### src/rtl/parmux_params.svh
`ifndef PARMUX_PARAMS_SVH
`define PARMUX_PARAMS_SVH

// ----------------------------------------------------------------
// Timing
// ----------------------------------------------------------------
// Internal clock cycles spent in the count state before internal release
`define PARMUX_RST_RELEASE_CYCLES 8'h20
`define PARMUX_RST_CNT_W 8

// ----------------------------------------------------------------
// Reset values
// ----------------------------------------------------------------
`define PARMUX_PULLUP_RESET 1'b1
`define PARMUX_RST_MODE_RESET 1'b0

`endif

### src/rtl/parmux_pkg.sv
package parmux_pkg;

  // Internal reset sequencer states
  typedef enum logic [1:0] {
    PARMUX_ST_HOLD = 2'b00,
    PARMUX_ST_COUNT = 2'b01,
    PARMUX_ST_RUN = 2'b10
  } parmux_rst_e;

  // Pad drive for one pin: output value, enable (low drives), pull-up
  typedef struct packed {
    logic out;
    logic oe_n;
    logic pull_up;
  } parmux_pad_s;

  // Software configuration for one port bit
  typedef struct packed {
    logic dir_out;
    logic data_out;
    logic alt_per;
    logic alt_sel;
  } parmux_cfg_s;

endpackage : parmux_pkg

### src/rtl/parmux_pin_cell.sv
`timescale 1ns/1ps
`include "parmux_params.svh"

// One muxed port pin: general-purpose or pulse output, registered pad drive.
module parmux_pin_cell
  import parmux_pkg::*;
(
  // Clock and reset
  input wire logic sys_clk,
  input wire logic rst_n,
  // Internal reset still active
  input wire logic in_reset,
  // Configuration and alternate source
  input wire parmux_cfg_s cfg,
  input wire logic alt_out,
  // Pad side
  input wire logic pad_in,
  output parmux_pad_s pad,
  output logic pin_value
);

  logic sync1_reg;
  logic sync2_reg;
  logic use_alt;
  parmux_pad_s pad_next;

  // Alternate needs both enables before it takes the pin
  assign use_alt = cfg.alt_per & cfg.alt_sel;

  // Pad next state; in reset an input with pull-up
  always_comb begin
    pad_next.out = 1'b0;
    pad_next.oe_n = 1'b1;
    pad_next.pull_up = `PARMUX_PULLUP_RESET;
    if (in_reset) begin
      pad_next.oe_n = 1'b1;
    end else if (use_alt) begin
      pad_next.out = alt_out;
      pad_next.oe_n = 1'b0;
      pad_next.pull_up = 1'b0;
    end else begin
      pad_next.out = cfg.data_out;
      pad_next.oe_n = ~cfg.dir_out;
      pad_next.pull_up = ~cfg.dir_out;
    end
  end

  // Pad register and input synchroniser
  always_ff @(posedge sys_clk or negedge rst_n) begin
    if (!rst_n) begin
      pad <= '{out: 1'b0, oe_n: 1'b1, pull_up: `PARMUX_PULLUP_RESET};
      sync1_reg <= 1'b1;
      sync2_reg <= 1'b1;
    end else begin
      pad <= pad_next;
      sync1_reg <= pad_in;
      sync2_reg <= sync1_reg;
    end
  end

  assign pin_value = sync2_reg;

endmodule : parmux_pin_cell

### src/rtl/parmux_top.sv
`timescale 1ns/1ps
`include "parmux_params.svh"

// Notes on behaviour
// - Reset pin low holds whole chip reset
// - Release after fixed internal clock count
// - Port bit seven mode ignores reset pin
// - Then only power-on, watchdog, software reset
// - Any reset returns pin to reset function
// - Each pin direction set independently
// - Bit0 defaults port, alternate drives channel zero
// - Bit1 defaults port, alternate drives channel one
// - Bit2 defaults port, alternate drives channel two
// - Alternate needs peripheral enable and select
module parmux_top
  import parmux_pkg::*;
(
  // Clock and reset
  input wire logic sys_clk,
  input wire logic rst_n,
  // Other reset sources
  input wire logic por_req,
  input wire logic watchdog_timeout_reset,
  input wire logic sw_reset_req,
  // Reset pin control: 1 selects port bit 7 use
  input wire logic rst_pin_gpio_sel,
  input wire parmux_cfg_s port_a_bit7_cfg,
  // Port bits 0 to 2 configuration
  input wire parmux_cfg_s port_a_bit0_cfg,
  input wire parmux_cfg_s port_a_bit1_cfg,
  input wire parmux_cfg_s port_a_bit2_cfg,
  // Pulse sources
  input wire logic pulse_channel_zero,
  input wire logic pulse_channel_one,
  input wire logic pulse_channel_two,
  // Pads
  input wire logic port_a_bit0_line_in,
  input wire logic port_a_bit1_line_in,
  input wire logic port_a_bit2_line_in,
  input wire logic port_a_bit7_line_in,
  output parmux_pad_s port_a_bit0_line,
  output parmux_pad_s port_a_bit1_line,
  output parmux_pad_s port_a_bit2_line,
  output parmux_pad_s port_a_bit7_line,
  // Synchronised pin values
  output logic [3:0] port_a_value,
  // Internal chip reset, low active
  output logic chip_rst_n_reg,
  output logic rst_pin_gpio_mode_reg
);

  // ----------------------------------------------------------------
  // Pin and reset synchronisers
  // ----------------------------------------------------------------
  logic pin_s1_reg;
  logic pin_s2_reg;
  logic por_s1_reg;
  logic por_s2_reg;
  logic [3:0] value_w;
  logic [3:0] value_reg;

  // Two flops on every pad-side input before use
  always_ff @(posedge sys_clk or negedge rst_n) begin
    if (!rst_n) begin
      pin_s1_reg <= 1'b0;
      pin_s2_reg <= 1'b0;
      por_s1_reg <= 1'b1;
      por_s2_reg <= 1'b1;
    end else begin
      pin_s1_reg <= port_a_bit7_line_in;
      pin_s2_reg <= pin_s1_reg;
      por_s1_reg <= por_req;
      por_s2_reg <= por_s1_reg;
    end
  end

  // ----------------------------------------------------------------
  // Reset source selection
  // ----------------------------------------------------------------
  logic pin_reset;
  logic any_reset;

  // Pin counts only while in reset-input function
  assign pin_reset = ~rst_pin_gpio_mode_reg & ~pin_s2_reg;
  // Remaining sources whatever the pin mode
  assign any_reset = pin_reset | por_s2_reg | watchdog_timeout_reset
                   | sw_reset_req;

  // ----------------------------------------------------------------
  // Internal reset sequencer
  // ----------------------------------------------------------------
  parmux_rst_e state_reg;
  parmux_rst_e state_next;
  logic [`PARMUX_RST_CNT_W-1:0] cnt_reg;
  logic [`PARMUX_RST_CNT_W-1:0] cnt_next;
  logic count_done;
  logic chip_rst_n_next;

  assign count_done = (cnt_reg == `PARMUX_RST_RELEASE_CYCLES - 8'h01);

  // Hold while any source active, then count, then release
  always_comb begin
    state_next = state_reg;
    cnt_next = cnt_reg;
    case (state_reg)
      PARMUX_ST_HOLD: begin
        cnt_next = '0;
        if (!any_reset) state_next = PARMUX_ST_COUNT;
      end
      PARMUX_ST_COUNT: begin
        cnt_next = cnt_reg + 8'h01;
        if (any_reset) state_next = PARMUX_ST_HOLD;
        else if (count_done) state_next = PARMUX_ST_RUN;
      end
      PARMUX_ST_RUN: begin
        if (any_reset) state_next = PARMUX_ST_HOLD;
      end
      default: state_next = PARMUX_ST_HOLD;
    endcase
    if (any_reset) cnt_next = '0;
  end

  assign chip_rst_n_next = (state_next == PARMUX_ST_RUN);

  // Sequencer registers; release lands on a clock edge
  always_ff @(posedge sys_clk or negedge rst_n) begin
    if (!rst_n) begin
      state_reg <= PARMUX_ST_HOLD;
      cnt_reg <= '0;
      chip_rst_n_reg <= 1'b0;
    end else begin
      state_reg <= state_next;
      cnt_reg <= cnt_next;
      chip_rst_n_reg <= chip_rst_n_next;
    end
  end

  // ----------------------------------------------------------------
  // Reset pin function
  // ----------------------------------------------------------------
  // Mode only changes while running; any reset restores reset input
  always_ff @(posedge sys_clk or negedge rst_n) begin
    if (!rst_n) begin
      rst_pin_gpio_mode_reg <= `PARMUX_RST_MODE_RESET;
    end else if (!chip_rst_n_reg || any_reset) begin
      rst_pin_gpio_mode_reg <= `PARMUX_RST_MODE_RESET;
    end else begin
      rst_pin_gpio_mode_reg <= rst_pin_gpio_sel;
    end
  end

  // ----------------------------------------------------------------
  // Pin cells
  // ----------------------------------------------------------------
  logic in_reset;
  parmux_cfg_s bit7_cfg;

  assign in_reset = ~chip_rst_n_reg;
  // Bit 7 has no alternate; only plain port use when in port mode
  assign bit7_cfg = '{dir_out: port_a_bit7_cfg.dir_out & rst_pin_gpio_mode_reg,
                      data_out: port_a_bit7_cfg.data_out & rst_pin_gpio_mode_reg,
                      alt_per: 1'b0, alt_sel: 1'b0};

  // Each cell owns its direction, so pins stay independent
  parmux_pin_cell u_bit0 (
    .sys_clk(sys_clk), .rst_n(rst_n), .in_reset(in_reset),
    .cfg(port_a_bit0_cfg), .alt_out(pulse_channel_zero),
    .pad_in(port_a_bit0_line_in), .pad(port_a_bit0_line), .pin_value(value_w[0]));
  parmux_pin_cell u_bit1 (
    .sys_clk(sys_clk), .rst_n(rst_n), .in_reset(in_reset),
    .cfg(port_a_bit1_cfg), .alt_out(pulse_channel_one),
    .pad_in(port_a_bit1_line_in), .pad(port_a_bit1_line), .pin_value(value_w[1]));
  parmux_pin_cell u_bit2 (
    .sys_clk(sys_clk), .rst_n(rst_n), .in_reset(in_reset),
    .cfg(port_a_bit2_cfg), .alt_out(pulse_channel_two),
    .pad_in(port_a_bit2_line_in), .pad(port_a_bit2_line), .pin_value(value_w[2]));
  parmux_pin_cell u_bit7 (
    .sys_clk(sys_clk), .rst_n(rst_n), .in_reset(in_reset),
    .cfg(bit7_cfg), .alt_out(1'b0),
    .pad_in(port_a_bit7_line_in), .pad(port_a_bit7_line), .pin_value());

  // Bit 7 value reads zero while the pin is the reset input
  assign value_w[3] = pin_s2_reg & rst_pin_gpio_mode_reg;

  // Registered read-back so the value output comes from a flop
  always_ff @(posedge sys_clk or negedge rst_n) begin
    if (!rst_n) value_reg <= '0;
    else value_reg <= value_w;
  end
  assign port_a_value = value_reg;

  // ----------------------------------------------------------------
  // Checks
  // ----------------------------------------------------------------
  a_pin_holds_reset: assert property (@(posedge sys_clk) disable iff (!rst_n)
    (pin_reset ##1 1'b1) |=> !chip_rst_n_reg)
    else $error("reset pin low but chip released");
  a_release_count: assert property (@(posedge sys_clk) disable iff (!rst_n)
    $rose(chip_rst_n_reg) |-> $past(state_reg) == PARMUX_ST_COUNT)
    else $error("release without full count");
  a_release_late: assert property (@(posedge sys_clk) disable iff (!rst_n)
    (state_reg == PARMUX_ST_HOLD && !any_reset) ##1 (!any_reset)[*8]
    |-> !chip_rst_n_reg)
    else $error("release came too early");
  a_gpio_ignores_pin: assert property (@(posedge sys_clk) disable iff (!rst_n)
    (rst_pin_gpio_mode_reg && chip_rst_n_reg && !por_s2_reg && !watchdog_timeout_reset
     && !sw_reset_req) |=> chip_rst_n_reg)
    else $error("pin resets chip in port mode");
  a_mode_returns: assert property (@(posedge sys_clk) disable iff (!rst_n)
    !chip_rst_n_reg |=> !rst_pin_gpio_mode_reg)
    else $error("pin not back to reset function");
  a_wdog_resets: assert property (@(posedge sys_clk) disable iff (!rst_n)
    watchdog_timeout_reset |=> ##1 !chip_rst_n_reg)
    else $error("watchdog did not reset chip");
  a_reset_pullup: assert property (@(posedge sys_clk) disable iff (!rst_n)
    in_reset |=> port_a_bit0_line.oe_n && port_a_bit0_line.pull_up)
    else $error("pin not pulled-up input in reset");
  a_alt_needs_both: assert property (@(posedge sys_clk) disable iff (!rst_n)
    (chip_rst_n_reg && !(port_a_bit1_cfg.alt_per && port_a_bit1_cfg.alt_sel)
     && !port_a_bit1_cfg.dir_out) |=> port_a_bit1_line.oe_n)
    else $error("alternate drove without both enables");
  a_alt_drives: assert property (@(posedge sys_clk) disable iff (!rst_n)
    (chip_rst_n_reg && port_a_bit2_cfg.alt_per && port_a_bit2_cfg.alt_sel)
    |=> !port_a_bit2_line.oe_n && port_a_bit2_line.out == $past(pulse_channel_two))
    else $error("channel two not on pin");

endmodule : parmux_top
### config.mk
export PLATFORM = sky130hd
export DESIGN_NAME = parmux_top
export DESIGN_NICKNAME = d
export VERILOG_FILES = /design/src/rtl/parmux_pkg.sv /design/src/rtl/parmux_pin_cell.sv /design/src/rtl/parmux_top.sv
export VERILOG_INCLUDE_DIRS = /design/src /design/src/rtl
export SDC_FILE = /design/constraint.sdc
export NUM_CORES = 1
export LEC_CHECK = 0
export BUFFER_PORTS_ARGS = -buffer_cell sky130_fd_sc_hd__buf_4
export CAP_MARGIN = 20
export CORE_ASPECT_RATIO = 1.25
export CORE_MARGIN = 2
export CORE_UTILIZATION = 48
export DETAILED_ROUTE_END_ITERATION = 8
export PLACE_DENSITY = 0.84
export SYNTH_ARGS = -nofsm -noshare
export SYNTH_HDL_FRONTEND = slang
export SYNTH_SLANG_ARGS = --single-unit
### constraint.sdc
create_clock -name sys_clk -period 1.9 [get_ports sys_clk]
set_input_delay 0.285 -clock sys_clk [delete_from_list [all_inputs] [get_ports sys_clk]]
set_output_delay 0.285 -clock sys_clk [all_outputs]
set_load 0.01 [all_outputs]
==> impl_metrics.env <==
export IMPL_wl_um=2730
export IMPL_ys_ff_latch=34
export IMPL_path_cells="o21ai_0, buf_4, a21oi_1"
export IMPL_met2_usage=0.364
export IMPL_largest_reg_flops=8
export IMPL_antennaDiodeCount=0
export IMPL_synth_xor_area_frac=0
export IMPL_synth_compound_area_frac=0.0945
export IMPL_yosysTopAreaCell="dfrtp_1"
export IMPL_critPathKind="register to register"
export IMPL_synth_top_cell_area_share=0.416
export IMPL_startpoint="rst_pin_gpio_mode_reg"
export IMPL_grt_pass1_vias=1085
export IMPL_hold_buffers=1
export IMPL_synth_top_family_by_area="simple AND/OR/NAND/NOR gates"
export IMPL_hp_class="input pin to register"
export IMPL_finalHoldViolCount=0
export IMPL_grt_overflow_total=0
export IMPL_vias_per_cell=5.26
export IMPL_ctsResizeCount=0
export IMPL_avgSynthCellArea_um2=11.6
export IMPL_post_route_drc_count=0
export IMPL_tightestPinTransition_ps=775
export IMPL_crit_path_end="state_reg[1]"
export IMPL_p_leak_nw=0.778
export IMPL_antenna_found_initial=0
export IMPL_reg2reg_slack_ps=390
export IMPL_crit_family="compound AO/OA/AOI/OAI gates"
export IMPL_regArea_um2=866
export IMPL_ant_nets=0
export IMPL_firstDrtPassIters=4
export IMPL_worstSetupPathDepth=3
export IMPL_cts_tree="built"
export IMPL_die_area_mm2=0.00320
export IMPL_place_gp_congestion=0.813
export IMPL_period_share=0.796
export IMPL_fp_row_count=21
export IMPL_cts_sink_count=34
export IMPL_grt_max_degree=35
export IMPL_gr_usage_met3=0.0431
export IMPL_drv_cap=0
export IMPL_fin_ws_ps=387
export IMPL_ir_drop_mv=0.609
export IMPL_clock_tree_root_cell="clkbuf_4"
export IMPL_insertion_delay_ps=330
export IMPL_synth_cell_types=27
export IMPL_synthTopCellsByArea="dfrtp_1 (42%), dfstp_2 (24%), nand2_1 (4.5%), nand3_1 (4.2%), buf_4 (2.8%)"
export IMPL_slowest_delay_ps=650
export IMPL_synth_area_mm2=0.00132
export IMPL_drv_slew=0
export IMPL_synth_simple_gate_area_share=0.198
export IMPL_setup_tns_ps=0
export IMPL_grt_setup_unrepaired="false"
export IMPL_cp_max_fo=7
export IMPL_nets=190
export IMPL_htreeDepth=2
export IMPL_grt_pass1_wl_um=4600
export IMPL_layout_drive_gt1_share=0.404
export IMPL_outcome="completed"
export IMPL_setup_violations=0
export IMPL_skew_ps=10.6
export IMPL_final_core_util=0.659
export IMPL_grt_usage=0.197
export IMPL_reg2reg_from="rst_pin_gpio_mode_reg"
export IMPL_slowest_stage="o21ai_0"
export IMPL_critPathCaptureType="register"
export IMPL_place_ws_ps=405
export IMPL_grt_busiest_layer="met2"
export IMPL_synthAdderAreaFrac=0.00945
export IMPL_die_w_um=51.0
export IMPL_hpwl_um=2000
export IMPL_min_period_ps=1510
export IMPL_syn_to_final_growth_pct=32.0
export IMPL_clkTransAtPathRegs_ps=100
export IMPL_initial_core_util=0.499
export IMPL_cp_start_kind="register"
export IMPL_ios=47
export IMPL_yosysWarnings=0
export IMPL_numCtsBuffers=5
export IMPL_drt_iter0_markers=19
export IMPL_vias=1025
export IMPL_critPathRequiredTime_ps=2120
export IMPL_fillers=203
export IMPL_fp_coreArea_mm2=0.00265
export IMPL_cts_max_path_buffers=2
export IMPL_grt_use_met1=0.197
export IMPL_synth_nets=144
export IMPL_crit_buf_inv=1
export IMPL_multiInputGateArea_um2=409
export IMPL_synth_area_mux_share=0.00756
export IMPL_postCtsSetupBuffers=0
export IMPL_ys_seq_area_frac=0.654
export IMPL_port_buffers=44
export IMPL_power_density_mw_per_mm2=762
export IMPL_r2r_cells=3
export IMPL_netlist_instances=114
export IMPL_chipHeight_um=62.7
export IMPL_routedWlPerCell_um=14.0
export IMPL_r2r_end="state_reg[1]"
export IMPL_slew_headroom=0.478
export IMPL_whs_ps=62.5
export IMPL_crit_arrival_ps=1730
export IMPL_fmax_mhz=661
[kinds of logic (layout without fill, tap and decap cells)]
| logic type | Yosys count | after routing |
|---|---|---|
| flip-flops | 34 | 34 |
| AO/OA/AOI/OAI | 19 | 19 |
| multiplexers | 1 | 1 |
| adder cells (fa/ha/maj) | 1 | 1 |
| AND/OR/NAND/NOR | 51 | 51 |
| buffers and inverters | 8 | 55 |
[final cells by class]
type	count	area share
sequential	34	0.495
tap	34	0.0243
clock inverter	1	0.0172
clock buffer	7	0.0258
timing repair buffer	47	0.203
multi-input combinational	72	0.234
[worst min path at each step]
stage	start	endpoint	slack [ps]	cells after the start
CTS	por_req	por_s1_reg	50	1
floorplan	rst_n	chip_rst_n_reg	-10	0
global route	por_req	por_s1_reg	50	1
finish	port_a_bit0_line_in	u_bit0.sync1_reg	60	1
global placement	rst_n	port_a_value[2]	240	1
detailed placement	rst_n	port_a_value[3]	240	1
[routing by layer]
layer / up-vias / share of wire
met5: - / 0
met4: 0 / 0.021
met3: 8 / 0.049
met2: 43 / 0.56
met1: 482 / 0.37
li1: 492 / -
[Yosys cell counts]
| cell type | n |
|---|---|
| a211oi_1 | 1 |
| a21bo_2 | 1 |
| a21boi_0 | 3 |
| a21oi_1 | 4 |
| a22oi_1 | 2 |
| a31oi_1 | 4 |
| and2_1 | 1 |
| and3_1 | 2 |
| and4_1 | 1 |
| buf_4 | 5 |
| clkbuf_1 | 3 |
| dfrtp_1 | 22 |
| dfstp_2 | 12 |
| ha_1 | 1 |
| mux2i_1 | 1 |
| nand2_1 | 16 |
| nand2b_1 | 5 |
| nand3_1 | 11 |
| nand4_1 | 1 |
| nor2_1 | 3 |
| nor2b_1 | 2 |
| nor3_1 | 3 |
| nor3b_1 | 2 |
| o211ai_1 | 2 |
| o21ai_0 | 2 |
| or3_1 | 2 |
| or4_1 | 2 |
[report_power, final]
part / switching [W] / internal, W / total, W
clock network: 0.000224 / 0.000279 / 0.000503
logic: 0.0000321 / 0.0000449 / 0.0000770
registers: 0.00000620 / 0.000745 / 0.000751
total: 0.000262 / 0.00107 / 0.00133
[per-stage QoR]
stage	area, um^2	power [W]	instances
final	1750	0.00133	195
after global routing	1750	0.00138	195
after CTS	1750	0.00135	195
after detailed placement	1660	0.000841	186
after global placement	1660	0.000835	185
after floorplan	1320	0.000776	114
[worst register-to-register path, stage by stage (launching register included)]
cell	delay, ps
dfrtp_1	440
o21ai_0	650
buf_4	270
a21oi_1	50
[placed cells by master, fill, tap and decap left out, types with 3 or more instances in the layout]
cell type  Yosys  routed
buf_4          5      46
dfrtp_1       22      22
nand2_1       16      16
dfstp_2       12      12
nand3_1       11      11
nand2b_1       5       5
clkbuf_4       0       5
a21oi_1        4       4
a31oi_1        4       4
nor3_1         3       3
a21boi_0       3       3
nor2_1         3       3
Note: power is estimated with default switching activity, not from simulation.
